## src/hdl/usb_err_ep_map.vh

```
`ifndef USB_ERR_EP_MAP_VH
`define USB_ERR_EP_MAP_VH
`define ADDR_ERROR_FLAGS_HOST   6'h00
`define ADDR_ERROR_MASK_DEVICE  6'h01
`define ADDR_ERROR_MASK_HOST    6'h02
`define ADDR_IRQ_STATUS         6'h03
`define ADDR_IRQ_MASK           6'h04
`define ADDR_MODE               6'h05
`define ADDR_EP_BASE            6'h10
`define BIT_STUFF_ERR           7
`define BIT_RAM_ACCESS_ERR      6
`define BIT_BUFFER_OVERRUN      5
`define BIT_TURNAROUND_TIMEOUT  4
`define BIT_PARTIAL_BYTE        3
`define BIT_DATA_CHECK_FAIL     2
`define BIT_FRAME_END_ERR       1
`define BIT_TOKEN_CHECK_FAIL    1
`define BIT_PACKET_ID_FAIL      0
`define BIT_SLOW_DIRECT_LINK    7
`define BIT_NAK_RETRY_OFF       6
`define BIT_SETUP_BLOCK         4
`define BIT_EP_RECEIVE_ON       3
`define BIT_EP_TRANSMIT_ON      2
`define BIT_EP_STALLED          1
`define BIT_EP_HANDSHAKE_ON     0
`define RST_FLAGS               8'h00
`define RST_MASK                8'h00
`define RST_EP                  8'h00
`define EP0_ONLY_MASK           8'hC0
`define EP_RW_MASK              8'h1F
`endif

```

## src/hdl/ep_ctrl_reg.v

```verilog
`timescale 1ns/100ps
`include "usb_err_ep_map.vh"
module ep_ctrl_reg #(
    parameter IS_EP0 = 0
) (
    input  wire       mclk,
    input  wire       rst_b,
    input  wire       ce,
    input  wire       wr,
    input  wire       host_mode,
    input  wire [7:0] wdata,
    output wire [7:0] value
);
    reg  [7:0] ctrl_r;
    wire [7:0] keep_mask;

    assign keep_mask = (IS_EP0 != 0) ? (`EP0_ONLY_MASK | `EP_RW_MASK) : `EP_RW_MASK;

    always @(posedge mclk) begin
        if (!rst_b) begin
            ctrl_r <= `RST_EP;
        end else if (ce && wr) begin
            ctrl_r <= wdata & keep_mask;
        end
    end

    // Endpoint-0 only bits are visible in host mode only.
    assign value = host_mode ? ctrl_r : (ctrl_r & `EP_RW_MASK);
endmodule // ep_ctrl_reg

```

## src/hdl/usb_error_and_endpoint_regs.v

```verilog
`timescale 1ns/100ps
`include "usb_err_ep_map.vh"
module usb_error_and_endpoint_regs #(
    parameter NUM_EP = 16
) (
    input  wire        mclk,
    input  wire        rst_b,
    input  wire        ce,
    input  wire [5:0]  addr,
    input  wire [15:0] wdata,
    input  wire        wr_stb,
    input  wire        rd_stb,
    output reg  [15:0] rdata,
    input  wire [7:0]  err_event,
    input  wire        token_check_fail_evt,
    input  wire [3:0]  rx_ep,
    input  wire [9:0]  rx_byte_count,
    input  wire [9:0]  rx_desc_limit,
    input  wire        rx_count_valid,
    input  wire [3:0]  tx_ep,
    output reg  [9:0]  rx_trunc_count,
    output reg  [15:0] ep_rx_allow,
    output reg  [15:0] ep_tx_allow,
    output reg  [15:0] ep_setup_allow,
    output reg  [15:0] ep_stalled,
    output reg  [15:0] ep_handshake_on,
    output reg         nak_retry_on,
    output reg         slow_direct_link,
    output reg         host_mode,
    output reg         rx_allowed,
    output reg         tx_allowed,
    output reg         summary_error_irq,
    output reg         irq
);
    reg  [7:0]  error_flags_host_r;
    reg  [7:0]  error_flags_host_nxt;
    reg  [7:0]  token_flag_r;
    reg  [7:0]  error_mask_device_r;
    reg  [7:0]  error_mask_host_r;
    reg  [1:0]  irq_status_r;
    reg  [1:0]  irq_status_nxt;
    reg  [1:0]  irq_mask_r;
    wire [7:0]  ev_all;
    wire [7:0]  active_flags;
    wire [7:0]  active_mask;
    wire        overrun_evt;
    wire        err_any;
    wire [7:0]  ep_val [0:NUM_EP-1];
    wire        wr_flags;
    wire        wr_ep;
    integer     i;
    integer     j;
    integer     k;
    reg  [7:0]  token_flag_nxt;
    reg         token_bit_nxt;
    reg  [15:0] rdata_nxt;
    wire        wr_mask_dev;
    wire        wr_mask_host;
    wire        wr_irq_mask;
    wire        wr_irq_status;
    wire        wr_mode;
    localparam [5:0] EP_BASE = `ADDR_EP_BASE;

    assign wr_flags    = ce && wr_stb && (addr == `ADDR_ERROR_FLAGS_HOST);
    assign wr_ep         = (addr[5:4] == EP_BASE[5:4]);
    assign wr_mask_dev   = ce && wr_stb && (addr == `ADDR_ERROR_MASK_DEVICE);
    assign wr_mask_host  = ce && wr_stb && (addr == `ADDR_ERROR_MASK_HOST);
    assign wr_irq_mask   = ce && wr_stb && (addr == `ADDR_IRQ_MASK);
    assign wr_irq_status = ce && wr_stb && (addr == `ADDR_IRQ_STATUS);
    assign wr_mode       = ce && wr_stb && (addr == `ADDR_MODE);
    assign overrun_evt = rx_count_valid && (rx_byte_count > rx_desc_limit);
    assign ev_all      = err_event | ({7'h00, overrun_evt} << `BIT_BUFFER_OVERRUN);

    // In device mode bit 1 carries the token check failure instead of frame end.
    assign active_flags = host_mode ? error_flags_host_r : token_flag_r;
    assign active_mask  = host_mode ? error_mask_host_r : error_mask_device_r;
    assign err_any      = |(active_flags & active_mask);

    always @* begin
        error_flags_host_nxt = error_flags_host_r;
        if (wr_flags) begin
            error_flags_host_nxt = error_flags_host_nxt & ~wdata[7:0];
        end
        error_flags_host_nxt = error_flags_host_nxt | ev_all;
    end

    // Interrupt status: bit 0 follows the summary error, bit 1 the overrun; set wins over clear.
    always @* begin
        irq_status_nxt = irq_status_r;
        if (wr_irq_status) begin
            irq_status_nxt = irq_status_nxt & ~wdata[1:0];
        end
        irq_status_nxt = irq_status_nxt | {overrun_evt, err_any};
    end

    // Bit 1 of the device view is a sticky flag of its own; a new event beats a clear.
    always @* begin
        token_flag_nxt = error_flags_host_nxt & ~(8'h01 << `BIT_FRAME_END_ERR);
        token_bit_nxt  = token_flag_r[`BIT_TOKEN_CHECK_FAIL];
        if (wr_flags && wdata[`BIT_TOKEN_CHECK_FAIL]) begin
            token_bit_nxt = 1'b0;
        end
        if (token_check_fail_evt) begin
            token_bit_nxt = 1'b1;
        end
        token_flag_nxt[`BIT_TOKEN_CHECK_FAIL] = token_bit_nxt;
    end

    // Error flag stores.
    always @(posedge mclk) begin
        if (!rst_b) begin
            error_flags_host_r <= `RST_FLAGS;
            token_flag_r       <= `RST_FLAGS;
        end else if (ce) begin
            error_flags_host_r <= error_flags_host_nxt;
            token_flag_r       <= token_flag_nxt;
        end
    end

    // Summary error and interrupt outputs.
    always @(posedge mclk) begin
        if (!rst_b) begin
            irq_status_r      <= 2'h0;
            summary_error_irq <= 1'b0;
            irq               <= 1'b0;
        end else if (ce) begin
            irq_status_r      <= irq_status_nxt;
            summary_error_irq <= err_any;
            irq               <= |(irq_status_nxt & irq_mask_r);
        end
    end

    // Truncated byte count of the last received packet.
    always @(posedge mclk) begin
        if (!rst_b) begin
            rx_trunc_count <= 10'h000;
        end else if (ce && rx_count_valid) begin
            rx_trunc_count <= overrun_evt ? rx_desc_limit : rx_byte_count;
        end
    end

    // Device-mode error mask.
    always @(posedge mclk) begin
        if (!rst_b) begin
            error_mask_device_r <= `RST_MASK;
        end else if (wr_mask_dev) begin
            error_mask_device_r <= wdata[7:0];
        end
    end

    // Host-mode error mask.
    always @(posedge mclk) begin
        if (!rst_b) begin
            error_mask_host_r <= `RST_MASK;
        end else if (wr_mask_host) begin
            error_mask_host_r <= wdata[7:0];
        end
    end

    // Interrupt mask.
    always @(posedge mclk) begin
        if (!rst_b) begin
            irq_mask_r <= 2'h0;
        end else if (wr_irq_mask) begin
            irq_mask_r <= wdata[1:0];
        end
    end

    // Mode register, bit 0 selects host mode.
    always @(posedge mclk) begin
        if (!rst_b) begin
            host_mode <= 1'b0;
        end else if (wr_mode) begin
            host_mode <= wdata[0];
        end
    end

    // Read data stand for one cycle after a read strobe with ce high, are zero after other ce-high cycles, and hold while ce is low.
    always @* begin
        rdata_nxt = 16'h0000;
        if (rd_stb) begin
            if (wr_ep) begin
                rdata_nxt = {8'h00, ep_val[addr[3:0]]};
            end else begin
                case (addr)
                    `ADDR_ERROR_FLAGS_HOST:  rdata_nxt = {8'h00, active_flags};
                    `ADDR_ERROR_MASK_DEVICE: rdata_nxt = {8'h00, error_mask_device_r};
                    `ADDR_ERROR_MASK_HOST:   rdata_nxt = {8'h00, error_mask_host_r};
                    `ADDR_IRQ_STATUS:        rdata_nxt = {14'h0000, irq_status_r};
                    `ADDR_IRQ_MASK:          rdata_nxt = {14'h0000, irq_mask_r};
                    `ADDR_MODE:              rdata_nxt = {15'h0000, host_mode};
                    default:                 rdata_nxt = 16'h0000;
                endcase
            end
        end
    end

    always @(posedge mclk) begin
        if (!rst_b) begin
            rdata <= 16'h0000;
        end else if (ce) begin
            rdata <= rdata_nxt;
        end
    end

    // One control register per endpoint; only endpoint 0 keeps bits 7 and 6.
    genvar g;
    generate
        for (g = 0; g < NUM_EP; g = g + 1) begin : ep
            ep_ctrl_reg #(
                .IS_EP0 (g == 0)
            ) u_ep (
                .mclk      (mclk),
                .rst_b     (rst_b),
                .ce        (ce),
                .wr        (wr_stb && wr_ep && (addr[3:0] == g)),
                .host_mode (host_mode),
                .wdata     (wdata[7:0]),
                .value     (ep_val[g])
            );
        end
    endgenerate

    // Per-endpoint transfer enables.
    always @(posedge mclk) begin
        if (!rst_b) begin
            ep_rx_allow <= 16'h0000;
            ep_tx_allow <= 16'h0000;
        end else if (ce) begin
            for (i = 0; i < NUM_EP; i = i + 1) begin
                ep_rx_allow[i] <= ep_val[i][`BIT_EP_RECEIVE_ON];
                ep_tx_allow[i] <= ep_val[i][`BIT_EP_TRANSMIT_ON];
            end
        end
    end

    // SETUP acceptance needs both directions enabled and the block bit clear.
    always @(posedge mclk) begin
        if (!rst_b) begin
            ep_setup_allow <= 16'h0000;
        end else if (ce) begin
            for (j = 0; j < NUM_EP; j = j + 1) begin
                ep_setup_allow[j] <= ep_val[j][`BIT_EP_RECEIVE_ON] && ep_val[j][`BIT_EP_TRANSMIT_ON] &&
                                     !ep_val[j][`BIT_SETUP_BLOCK];
            end
        end
    end

    // Stall and handshake bits as seen by the transfer engine.
    always @(posedge mclk) begin
        if (!rst_b) begin
            ep_stalled      <= 16'h0000;
            ep_handshake_on <= 16'h0000;
        end else if (ce) begin
            for (k = 0; k < NUM_EP; k = k + 1) begin
                ep_stalled[k]      <= ep_val[k][`BIT_EP_STALLED];
                ep_handshake_on[k] <= ep_val[k][`BIT_EP_HANDSHAKE_ON];
            end
        end
    end

    // Endpoint 0 host-only controls.
    always @(posedge mclk) begin
        if (!rst_b) begin
            nak_retry_on     <= 1'b0;
            slow_direct_link <= 1'b0;
        end else if (ce) begin
            nak_retry_on     <= host_mode && !ep_val[0][`BIT_NAK_RETRY_OFF];
            slow_direct_link <= ep_val[0][`BIT_SLOW_DIRECT_LINK];
        end
    end

    // Enables of the endpoints that the transfer engine is asking about.
    always @(posedge mclk) begin
        if (!rst_b) begin
            rx_allowed <= 1'b0;
            tx_allowed <= 1'b0;
        end else if (ce) begin
            rx_allowed <= ep_val[rx_ep][`BIT_EP_RECEIVE_ON];
            tx_allowed <= ep_val[tx_ep][`BIT_EP_TRANSMIT_ON];
        end
    end
endmodule // usb_error_and_endpoint_regs

```

## config.mk

```make
export PLATFORM = sky130hd
export DESIGN_NAME = usb_error_and_endpoint_regs
export DESIGN_NICKNAME = d
export VERILOG_FILES = /design/src/hdl/ep_ctrl_reg.v /design/src/hdl/usb_error_and_endpoint_regs.v
export VERILOG_INCLUDE_DIRS = /design/src /design/src/hdl
export SDC_FILE = /design/constraint.sdc
export NUM_CORES = 1
export LEC_CHECK = 0
export BUFFER_PORTS_ARGS = -buffer_cell sky130_fd_sc_hd__buf_2
export CAP_MARGIN = 10
export CORE_ASPECT_RATIO = 0.75
export CORE_MARGIN = 2
export CORE_UTILIZATION = 28
export CTS_BUF_LIST = sky130_fd_sc_hd__clkbuf_4 sky130_fd_sc_hd__clkbuf_8 sky130_fd_sc_hd__clkbuf_16
export CTS_CLUSTER_SIZE = 10
export DETAILED_ROUTE_END_ITERATION = 10
export PLACE_DENSITY = 0.45
export SLEW_MARGIN = 20
export SYNTH_ARGS = -nofsm -noshare
export SYNTH_HDL_FRONTEND = slang
export SYNTH_SLANG_ARGS = --single-unit
```

## constraint.sdc

```tcl
create_clock -name mclk -period 2.47 [get_ports mclk]
set_input_delay 0.1235 -clock mclk [delete_from_list [all_inputs] [get_ports mclk]]
set_output_delay 0.1235 -clock mclk [all_outputs]
set_load 0.01 [all_outputs]
```

== Word level (Yosys, flattened, before mapping) ==
Cells that the tools add are included.

* Input port bits: 65
* Register bits after elaboration: 231
* Output and inout bits: 113

* Muxes and demuxes: 20
* Equality and inequality tests: 21
* Bitwise operators: 12
* Reduce and logical (&&, ||, !) cells: 99
* Magnitude comparators: 4

{| class="wikitable"
|+ Operators by type and width
! kind !! number
|-
| $bmux W8 S4 || 3
|-
| $logic_and A1 B1 Y1 || 76
|-
| $mux W8 || 8
|-
| $pmux W8 S6 || 1
|-
| $eq A4 B4 Y1 const B || 8
|-
| $logic_not A1 Y1 || 17
|-
| $and A8 B8 Y8 || 2
|-
| $eq A4 B3 Y1 const B || 4
|-
| $ge A5 B5 Y1 const B || 3
|-
| $not A4 Y5 || 3
|-
| $eq A6 B2 Y1 const B || 2
|-
| $eq A6 B3 Y1 const B || 2
|-
| $gt A10 B10 Y1 || 1
|-
| $mux W10 || 1
|-
| $eq A4 B2 Y1 const B || 2
|-
| $mux W4 || 2
|-
| $not A8 Y8 || 1
|-
| $or A8 B6 Y8 || 1
|-
| $or A8 B8 Y8 || 1
|-
| $reduce_or A8 Y1 || 1
|-
| $eq A6 B1 Y1 const B || 1
|-
| $logic_not A6 Y1 || 1
|-
| $mux W3 || 2
|-
| $and A2 B2 Y2 || 2
|-
| other kinds (10) || 11
|}

== Depth between registers and ports, before layout ==
Gate-level depths: netlist of the first run.

* Depth after elaboration: 6
* Depth in mapped cells: 9
* Gate-level depth less buffers: 7

== Modules after synthesis ==
From an unflattened synthesis of the first run, not the netlist that was laid out.

* Cells, all modules: 1,148
* Area total of the unflattened synthesis: 11,151.9 µm²

{| class="wikitable"
|+ Modules (own cells, without submodules)
! module !! cells an instance !! times used !! area each (µm²) !! sequential area each (µm²)
|-
| usb_error_and_endpoint_regs || 717 || 1 || 7,283.2 || 2,682.6
|-
| ep_ctrl_reg (ep[10].u_ep ...) || 26 || 15 || 234.0 || 100.1
|-
| ep_ctrl_reg (ep[0].u_ep) || 41 || 1 || 359.1 || 140.1
|}

== Least setup slack after synthesis of the first run ==
Ideal clock, no wire load.

* Kind: flip-flop to flip-flop
* From: register host_mode
* To: register irq
* Data arrival time: 1,822 ps
* Slack: 516 ps
* Buffers on the path: 2
* Clock period less this slack: 1,954 ps
* Setup time: 132 ps
* Cell stages (with the launch flop): 8
* Cells stage by stage: dfxtp_1 -> clkbuf_1 -> clkbuf_1 -> mux2_2 -> a22oi_1 -> nand4_1 -> o31ai_1 -> a31oi_1

* Word-level cells in the longest chain between the ends: 6
* Elaborated cells between the ends (all ways): 7
* Those cells by class: mux (2); bitwise (3); reduce/logical (2)

{| class="wikitable"
|+ RTL lines
! item !! line !! source
|-
| from (decl) || usb_error_and_endpoint_regs.v:29 || <nowiki>output reg host_mode,</nowiki>
|-
| from (signal assigned) || usb_error_and_endpoint_regs.v:174 || <nowiki>host_mode <= wdata[0];</nowiki>
|-
| $mux W8, on equally long branches || usb_error_and_endpoint_regs.v:75, usb_error_and_endpoint_regs.v:76 ||
|-
| $and A8 B8 Y8 * || usb_error_and_endpoint_regs.v:77 || <nowiki>assign err_any = |(active_flags & active_mask);</nowiki>
|-
| $reduce_or A8 Y1 * || usb_error_and_endpoint_regs.v:77 ||
|-
| $or A2 B2 Y2 * || usb_error_and_endpoint_regs.v:93 || <nowiki>irq_status_nxt = irq_status_nxt | {overrun_evt, err_any};</nowiki>
|-
| $and A2 B2 Y2 * || usb_error_and_endpoint_regs.v:129 || <nowiki>irq <= |(irq_status_nxt & irq_mask_r);</nowiki>
|-
| $reduce_or A2 Y1 * || usb_error_and_endpoint_regs.v:129 ||
|-
| to (signal assigned) || usb_error_and_endpoint_regs.v:129 ||
|-
| to (decl) || usb_error_and_endpoint_regs.v:33 || <nowiki>output reg irq</nowiki>
|}

Every way passes the cells marked *; elsewhere a longest branch is shown, timed or not.
A chain may end at the register's enable or synchronous reset.

== Worst setup path after layout of the first run ==
* From: input port rx_byte_count[9]
* To: register rx_trunc_count[8]

* Word-level cells in the longest chain between the ends: 3

{| class="wikitable"
|+ RTL lines
! item !! line !! source
|-
| from (decl) || usb_error_and_endpoint_regs.v:17 || <nowiki>input wire [9:0] rx_byte_count,</nowiki>
|-
| $gt A10 B10 Y1 || usb_error_and_endpoint_regs.v:71 || <nowiki>assign overrun_evt = rx_count_valid && (rx_byte_count > rx_desc_limit);</nowiki>
|-
| $logic_and A1 B1 Y1 || usb_error_and_endpoint_regs.v:71 ||
|-
| $mux W10 || usb_error_and_endpoint_regs.v:138 || <nowiki>rx_trunc_count <= overrun_evt ? rx_desc_limit : rx_byte_count;</nowiki>
|-
| to (signal assigned) || usb_error_and_endpoint_regs.v:138 ||
|-
| to (decl) || usb_error_and_endpoint_regs.v:21 || <nowiki>output reg [9:0] rx_trunc_count,</nowiki>
|}

No other way between the ends.

==> summary.md, run 1 <==
| Metric | Value |
|---|---|
| Outcome | `completed` |
| Worst Hold Launch | `rx_desc_limit[6]` |
| Synth Warn # | `0` |
| Die Ht | `166 µm` |
| Starting Density | `28.3%` |
| Placed insts | `1,612` |
| DRT Pass-1 Iters | `5` |
| Aggregate global-route resource usage | `18.3%` |
| Clock Path Buffers | `3` |
| R2R Setup Slk | `0.24 ns` |
| Crit path required time | `2.94 ns` |
| Nets | `1,295` |
| RSZ-0062 raised after global routing | `no` |
| Reg2Reg Depth | `5` |
| Worst Hold Path EP | `rx_trunc_count[6]` |
| Root Buffer | `clkbuf_16` |
| Hold Vio Cnt, Final | `0` |
| Max Cap Violations | `0` |
| Worst rel slew slack | `54.1%` |
| R2R Path End | `irq` |
| Total chip power | `7.77 mW` |
| Num ports | `178` |
| Crit Path Category | `primary input to flip-flop` |
| Top_reg_cell synth | `dfxtp_1` |
| Core area | `34,500 µm²` |
| TritonCTS clock tree | `built` |
| Setup crit end kind | `flip-flop` |
| Synth Area per Inst | `9.45 µm²` |
| P_leak | `5.03 nW` |
| GRT overflow | `0` |
| Routed len/inst | `20.1 µm` |
| Clk slew on worst S/H paths | `0.05 ns` |
| Drt drc | `0` |
| Final setup viols | `0` |
| Final-report max-slew violation count | `0` |
| Commonest non-fill, non-tap cell in the layout | `dfxtp_1` |
| Register area share after synthesis | `44.4%` |
| Max Fclk | `426 MHz` |
| Post-place instance area | `11,100 µm²` |
| Peak VDD IR | `0.000384 V` |
| Antenna Violating Nets Remaining | `0` |
| Final Util | `35.7%` |
| Fraction of layout cells with a size suffix above 1 | `25.0%` |
| Drt via density | `4.94` |
| Vias in the first global route | `7,849` |
| First-pass GRT wire length | `50.5 mm` |
| Placer congestion estimate | `0.826` |
| Pin count of the biggest net entering global routing | `67` |
| Flops & latches, synth | `216` |
| Initial DRC Count | `667` |
| Dpl hpwl | `23.9 mm` |
| Post-synth EDFFs | `0` |
| Synth Cell Area | `9740 µm²` |
| Via Count | `8,330` |
| CP Max Fanout | `5` |
| Number of I/O port buffers | `161` |
| Worst Max-Slew Pin Slew | `0.687 ns` |
| Number of distinct library cells after synthesis | `55` |
| Total Wirelength | `33.8 mm` |
| Final critical-path share of the clock period | `95.1%` |
| Post-Layout Inst Area | `12,300 µm²` |
| Mapped Cells | `1,031` |
| Area grow syn2layout | `26.3%` |
| Final setup TNS | `0 ns` |
| TritonCTS Buffers | `26` |
| Worst Setup Start Kind | `primary input` |
| Pwr Density | `632 nW/µm²` |
| Ys async rst share | `0%` |
| Rows | `59` |
| # H-tree levels | `1` |
| Initial antenna violation count | `1` |
| Hold Crit Depth | `3` |
| HP Class | `primary input to flip-flop` |
| Die width | `219 µm` |
| WP data arrival | `2.82 ns` |
| Most frequent cells in the layout | `216 x dfxtp_1, 160 x buf_2, 144 x nor2_1, 128 x mux2i_1, 102 x nand2_1` |
| Period minus WS final | `2.35 ns` |
| Clk sinks | `216` |
| R2R Path Start | `host_mode` |
| Worst clock skew | `0.0136 ns` |
| Die Footprint | `36,300 µm²` |
| Clk_lat worst skew | `0.54 ns` |
| Final non-filler cell total | `1,687` |
-- area by class of cell --
cell class	instances	area [µm²]
well taps	457	572
repair buffers	244	1570
clock buffers	36	749
inverters	16	65.1
fillers	3546	22200
flip-flops and latches	216	4320
multi-input cells	716	4990
diodes	1	2.50
clock inverters	1	30.0
-- cell families (layout without fill, tap and decap cells) --
group | after synthesis | count (layout) | synth area share, %
other cells | 1 | 9 | 0.0385
compound gates | 147 | 147 | 8.86
mux | 172 | 172 | 22.2
buf+inv | 106 | 297 | 4.98
fa+ha+maj | 10 | 10 | 1.28
flops | 216 | 216 | 44.4
simple gates | 379 | 379 | 18.3
-- state kept, by name (all words and copies together), names as in the netlist --
signal,flops
ep.u_ep.ctrl_r,82
ep_handshake_on,16
ep_rx_allow,16
ep_setup_allow,16
ep_stalled,16
ep_tx_allow,16
error_flags_host_r,8
error_mask_device_r,8
error_mask_host_r,8
host_mode,1
irq,1
irq_mask_r,2
irq_status_r,2
nak_retry_on,1
rdata,8
rx_allowed,1
rx_trunc_count,10
slow_direct_link,1
summary_error_irq,1
token_flag_r,1
tx_allowed,1
-- synthesized netlist by cell type, drive strengths merged, types with 15 or more instances --
library cell / instances / share of area [%]
a21oi: 81 / 4.2
buf: 33 / 2.2
clkbuf: 57 / 2.2
dfxtp: 216 / 44
inv: 15 / 0.58
mux2i: 128 / 13
mux4: 33 / 7.7
nand2: 102 / 3.9
nand3: 57 / 2.9
nand4b: 17 / 1.5
nor2: 153 / 6.3
o21ai: 22 / 1.1
-- power breakdown --
part / internal [mW] / total [mW] / leakage (nW) / switching (mW)
registers: 3.51 / 3.54 / 1.74 / 0.0215
logic: 0.242 / 0.612 / 2.90 / 0.370
clock network: 2.18 / 3.62 / 0.391 / 1.44
-- layer usage --
metal | track usage, % | vias up | part of all wire, %
li1 | - | 3997 | -
met4 | 3.65 | 0 | 1.4
met2 | 26.1 | 241 | 42
met1 | 28.1 | 4059 | 51
met5 | 0 | - | 0
met3 | 3.83 | 33 | 6.4
-- how the worst max path moves through the flow --
stage / depth (start not counted) / from / end / slack [ns]
6_report: 9 / rx_byte_count[9] / rx_trunc_count[8] / 0.12
5_1_grt: 10 / rx_byte_count[5] / rx_trunc_count[0] / 0.02
4_1_cts: 9 / rx_byte_count[5] / rx_trunc_count[2] / 0.03
3_5_place_dp: 5 / host_mode / irq / 0.29
3_3_place_gp: 5 / host_mode / irq / 0.30
2_1_floorplan: 7 / host_mode / irq / 0.52
-- metrics by stage --
stage          hold slack (ns)  setup slack [ns]
6_report                0.0110             0.121
5_1_grt                0.00996            0.0214
4_1_cts                0.00489            0.0300
3_5_place_dp             0.391             0.292
3_3_place_gp             0.381             0.303
2_1_floorplan            0.267             0.516
-- what timing repair did --
| item | 4_1_cts | 5_1_grt |
|---|---|---|
| setup buffers | 0 | 2 |
| hold endpoints to repair | 32 | 0 |
| resized for setup | 0 | 6 |
| setup endpoints to repair | 0 | 8 |
| hold buffers | 34 | 0 |
-- critical path: stages --
cell and delay [ns]:
dlygate4sd3_1 0.54, buf_2 0.14, ha_1 0.32, and4_1 0.24, a2111oi_4 0.39, buf_4 0.21
nor4_1 0.06, a211oi_1 0.23, dlygate4sd3_1 0.57
(Power assumes the default switching activity.)
==> run 2: changes to the inputs <==
Settings changed: PLACE_DENSITY 0.45 to 0.44, SYNTH_HIERARCHICAL set to 1.
==> run 2 against run 1 <==
  * Clock power decreased by 2%
  * Hold slack improved by 0.0085 ns
  * Synthesized area increased by 15%
  * Flip-flop and latch count unchanged
  * Non-clock buffer count decreased by 6
  * Via count increased by 10%
==> summary.md, run 2 <==
| Metric | Value |
|---|---|
| Final setup TNS | `0 ns (unchanged)` |
| Drt via density | `4.98 (was 4.94)` |
| Final Util | `34.3% (was 35.7%)` |
| Synth Cell Area | `11,200 µm² (was 9740 µm²)` |
| # H-tree levels | `1 (unchanged)` |
| Area of the multi-input gates | `6160 µm² (was 4990 µm²)` |
| Worst clock skew | `0.0208 ns (was 0.0136 ns)` |
| WP data arrival | `2.90 ns (was 2.82 ns)` |
| Root Buffer | `clkbuf_16 (unchanged)` |
| Share of the synthesized area in the top cell type | `38.8% (was 44.4%)` |
| P_leak | `5.42 nW (was 5.03 nW)` |
| Top_reg_cell synth | `dfxtp_1 (unchanged)` |
| R2R Path Start | `host_mode (unchanged)` |
| Mapped Cells | `1,148 (was 1,031)` |
| Antenna Violating Nets Remaining | `0 (unchanged)` |
| Synth Area per Inst | `9.71 µm² (was 9.45 µm²)` |
| Logic pwr share | `9.5% (was 7.9%)` |
| Initial antenna violation count | `0 (was 1)` |
| HP Class | `primary input to flip-flop (unchanged)` |
| Routed len/inst | `19.9 µm (was 20.1 µm)` |
| Drt drc | `0 (unchanged)` |
| Clock Path Buffers | `3 (unchanged)` |
| Fillers | `4,141 (was 3,546)` |
| Die Footprint | `41,500 µm² (was 36,300 µm²)` |
| First-pass GRT wire length | `54.8 mm (was 50.5 mm)` |
| Int Pwr | `5.86 mW (was 5.94 mW)` |
| Flops & latches, synth | `216 (unchanged)` |
| Ys async rst share | `0% (unchanged)` |
| DRT Pass-1 Iters | `5 (unchanged)` |
| Switch Pwr | `1.98 mW (was 1.83 mW)` |
| Number of I/O port buffers | `161 (unchanged)` |
| Crit path required time | `2.96 ns (was 2.94 ns)` |
| Clk sinks | `216 (unchanged)` |
| Aggregate global-route resource usage | `17.3% (was 18.3%)` |
| Clk_lat worst skew | `0.55 ns (was 0.54 ns)` |
| Setup crit end kind | `flip-flop (unchanged)` |
| Initial DRC Count | `656 (was 667)` |
| Synth cell count leaders | `216 x dfxtp_1, 143 x nand2_1, 86 x nand4_1 (was 216 x dfxtp_1, 144 x nor2_1, 128 x mux2i_1)` |
| Vias in the first global route | `8,761 (was 7,849)` |
| Crit Path Category | `primary input to flip-flop (unchanged)` |
| Period minus WS final | `2.40 ns (was 2.35 ns)` |
| Dpl hpwl | `25.8 mm (was 23.9 mm)` |
| Total Wirelength | `36.8 mm (was 33.8 mm)` |
| Final setup viols | `0 (unchanged)` |
| Worst path max stage delay | `0.58 ns (was 0.57 ns)` |
| Worst Max-Slew Pin Slew | `0.789 ns (was 0.687 ns)` |
| Final critical-path share of the clock period | `97.3% (was 95.1%)` |
| Num ports | `178 (unchanged)` |
| Top reg by flops | `ep.u_ep/ctrl_r (was ep.u_ep.ctrl_r)` |
| Crit-path cells | `dlygate4sd3_1 > buf_2 > ha_1 > o21ai_0 > nor2_1 > a2111oi_4 > buf_6 > nor4_1 > a211oi_1 > dlygate4sd3_1 (was dlygate4sd3_1 > buf_2 > ha_1 > and4_1 > a2111oi_4 > buf_4 > nor4_1 > a211oi_1 > dlygate4sd3_1)` |
| Final-report max-slew violation count | `0 (unchanged)` |
| N_diodes | `0 (was 1)` |
| Top cell by count, worst path | `dlygate4sd3_1 (unchanged)` |
| Worst Hold Launch | `rd_stb (was rx_desc_limit[6])` |
| Commonest non-fill, non-tap cell in the layout | `dfxtp_1 (unchanged)` |
| Clk slew on worst S/H paths | `0.06 ns (was 0.05 ns)` |
| Number of flip-flops under the largest register name | `82 (unchanged)` |
| Largest cells by area after synthesis | `dfxtp_1 39%, mux4_2 10%, mux2i_1 6.9%, o21ai_2 6.4%, nand4_1 4.8% (was dfxtp_1 44%, mux2i_1 13%, mux4_2 6.9%, nor2_1 5.5%, a21oi_1 4.2%)` |
| Clock network fraction of design power | `45.4% (was 46.6%)` |
| Core area | `39,400 µm² (was 34,500 µm²)` |
| R2R Setup Slk | `0.31 ns (was 0.24 ns)` |
| Starting Density | `28.3% (about the same)` |
| Post-synth EDFFs | `0 (unchanged)` |
| Nets | `1,394 (was 1,295)` |
| Register area share after synthesis | `38.8% (was 44.4%)` |
| Number of distinct library cells after synthesis | `50 (was 55)` |
| Post-Layout Inst Area | `13,500 µm² (was 12,300 µm²)` |
| Die Ht | `177 µm (was 166 µm)` |
| Area grow syn2layout | `21.3% (was 26.3%)` |
| Slowest-stage cell, CP | `dlygate4sd3_1 (unchanged)` |
| Pin count of the biggest net entering global routing | `126 (was 67)` |
| Outcome | `completed (unchanged)` |
| Peak VDD IR | `0.000464 V (was 0.000384 V)` |
| Sw Share | `25.2% (was 23.6%)` |
| TritonCTS clock tree | `built (unchanged)` |
| Most frequent cells in the layout | `216 x dfxtp_1, 159 x buf_2, 142 x nand2_1, 86 x nand4_1, 84 x nor2b_1 (was 216 x dfxtp_1, 160 x buf_2, 144 x nor2_1, 128 x mux2i_1, 102 x nand2_1)` |
| Via Count | `9,189 (was 8,330)` |
| Critical Path Start | `rx_byte_count[8] (was rx_byte_count[9])` |
| CP Max Fanout | `8 (was 5)` |
| Die width | `234 µm (was 219 µm)` |
| Post-place instance area | `12,300 µm² (was 11,100 µm²)` |
| Worst rel slew slack | `47.3% (was 54.1%)` |
| TritonCTS Buffers | `26 (unchanged)` |
| GRT overflow | `0 (unchanged)` |
| Most common cell in the netlist | `dfxtp_1 (unchanged)` |
| Synth Warn # | `6 (was 0)` |
| Hold Vio Cnt, Final | `0 (unchanged)` |
| Minimum hold slack | `0.0195 ns (was 0.0110 ns)` |
| Pwr Density | `579 nW/µm² (was 632 nW/µm²)` |
| Reg power frac | `45.1% (was 45.5%)` |
| Max Cap Violations | `0 (unchanged)` |
| Worst Setup Start Kind | `primary input (unchanged)` |
| Reg area | `4320 µm² (unchanged)` |
| Placer congestion estimate | `0.807 (was 0.826)` |
| Fraction of layout cells with a size suffix above 1 | `29.8% (was 25.0%)` |
| Largest area contributor in the netlist | `dfxtp_1 (unchanged)` |
| Rows | `63 (was 59)` |
| Max Fclk | `416 MHz (was 426 MHz)` |
run 2: critical path, delay by kind of cell:
| kind | cells | cell delay, ns |
|---|---|---|
| buffers and inverters | 4 | 1.44 |
| AO/OA/AOI/OAI | 3 | 0.85 |
| adder cells (fa/ha/maj) | 1 | 0.32 |
| AND/OR/NAND/NOR | 2 | 0.16 |
run 2: per-layer routing:
metal | share of wire [%] | global-route usage, % | vias to the layer above
li1 | - | - | 4391
met1 | 48 | 25.1 | 4504
met2 | 45 | 26.7 | 241
met3 | 5.5 | 3.16 | 53
met4 | 1.7 | 3.30 | 0
met5 | 0 | 0 | -
run 2: what timing repair did:
action	4_1_cts	5_1_grt
resized for setup	0	7
buffers inserted	0	1
endpoints found under the setup margin	0	10
hold endpoints to repair	44	0
hold buffers	41	0
run 2: worst paths after layout:
path,end,cells past startpoint
max,rx_trunc_count[3],10
min,rdata[1],3
max reg2reg,irq,5
min reg2reg,ep[0].u_ep/ctrl_r[7],2
run 2: power groups by stage:
stage | sequential (mW) | clock [mW] | combinational (mW)
after global routing | 3.54 | 3.81 | 0.796
after CTS | 3.54 | 3.65 | 0.719
after detailed placement | 3.61 | 0 | 0.662
final | 3.54 | 3.56 | 0.742
after floorplan | 3.61 | 0 | 0.447
after global placement | 3.61 | 0 | 0.662
run 2: cells by family (layout without fill, tap and decap cells):
kind of cell	count (synthesis)	count (layout)	share of synthesized area, %
fa+ha+maj	10	10	1.12
buf+inv	150	292	7.51
other cells	17	54	0.572
mux	136	136	18.2
compound gates	187	187	12.9
flops	216	216	38.8
simple gates	432	432	21.0
run 2: final cells by class:
type / instances / share of cell area, %
inverter: 18 / 0.500
clock buffer: 34 / 5.39
multi-input combinational: 819 / 45.6
tap: 520 / 4.81
sequential: 216 / 32.0
timing repair buffer: 238 / 11.6
clock inverter: 2 / 0.157
run 2: stage by stage:
stage	total power, mW	cells	setup slack [ns]
finish	7.83	1847	0.0669
floorplan	4.06	1185	0.472
CTS	7.91	1846	0.00672
detailed placement	4.27	1769	0.182
global route	8.14	1847	-0.0319
global placement	4.27	1769	0.185
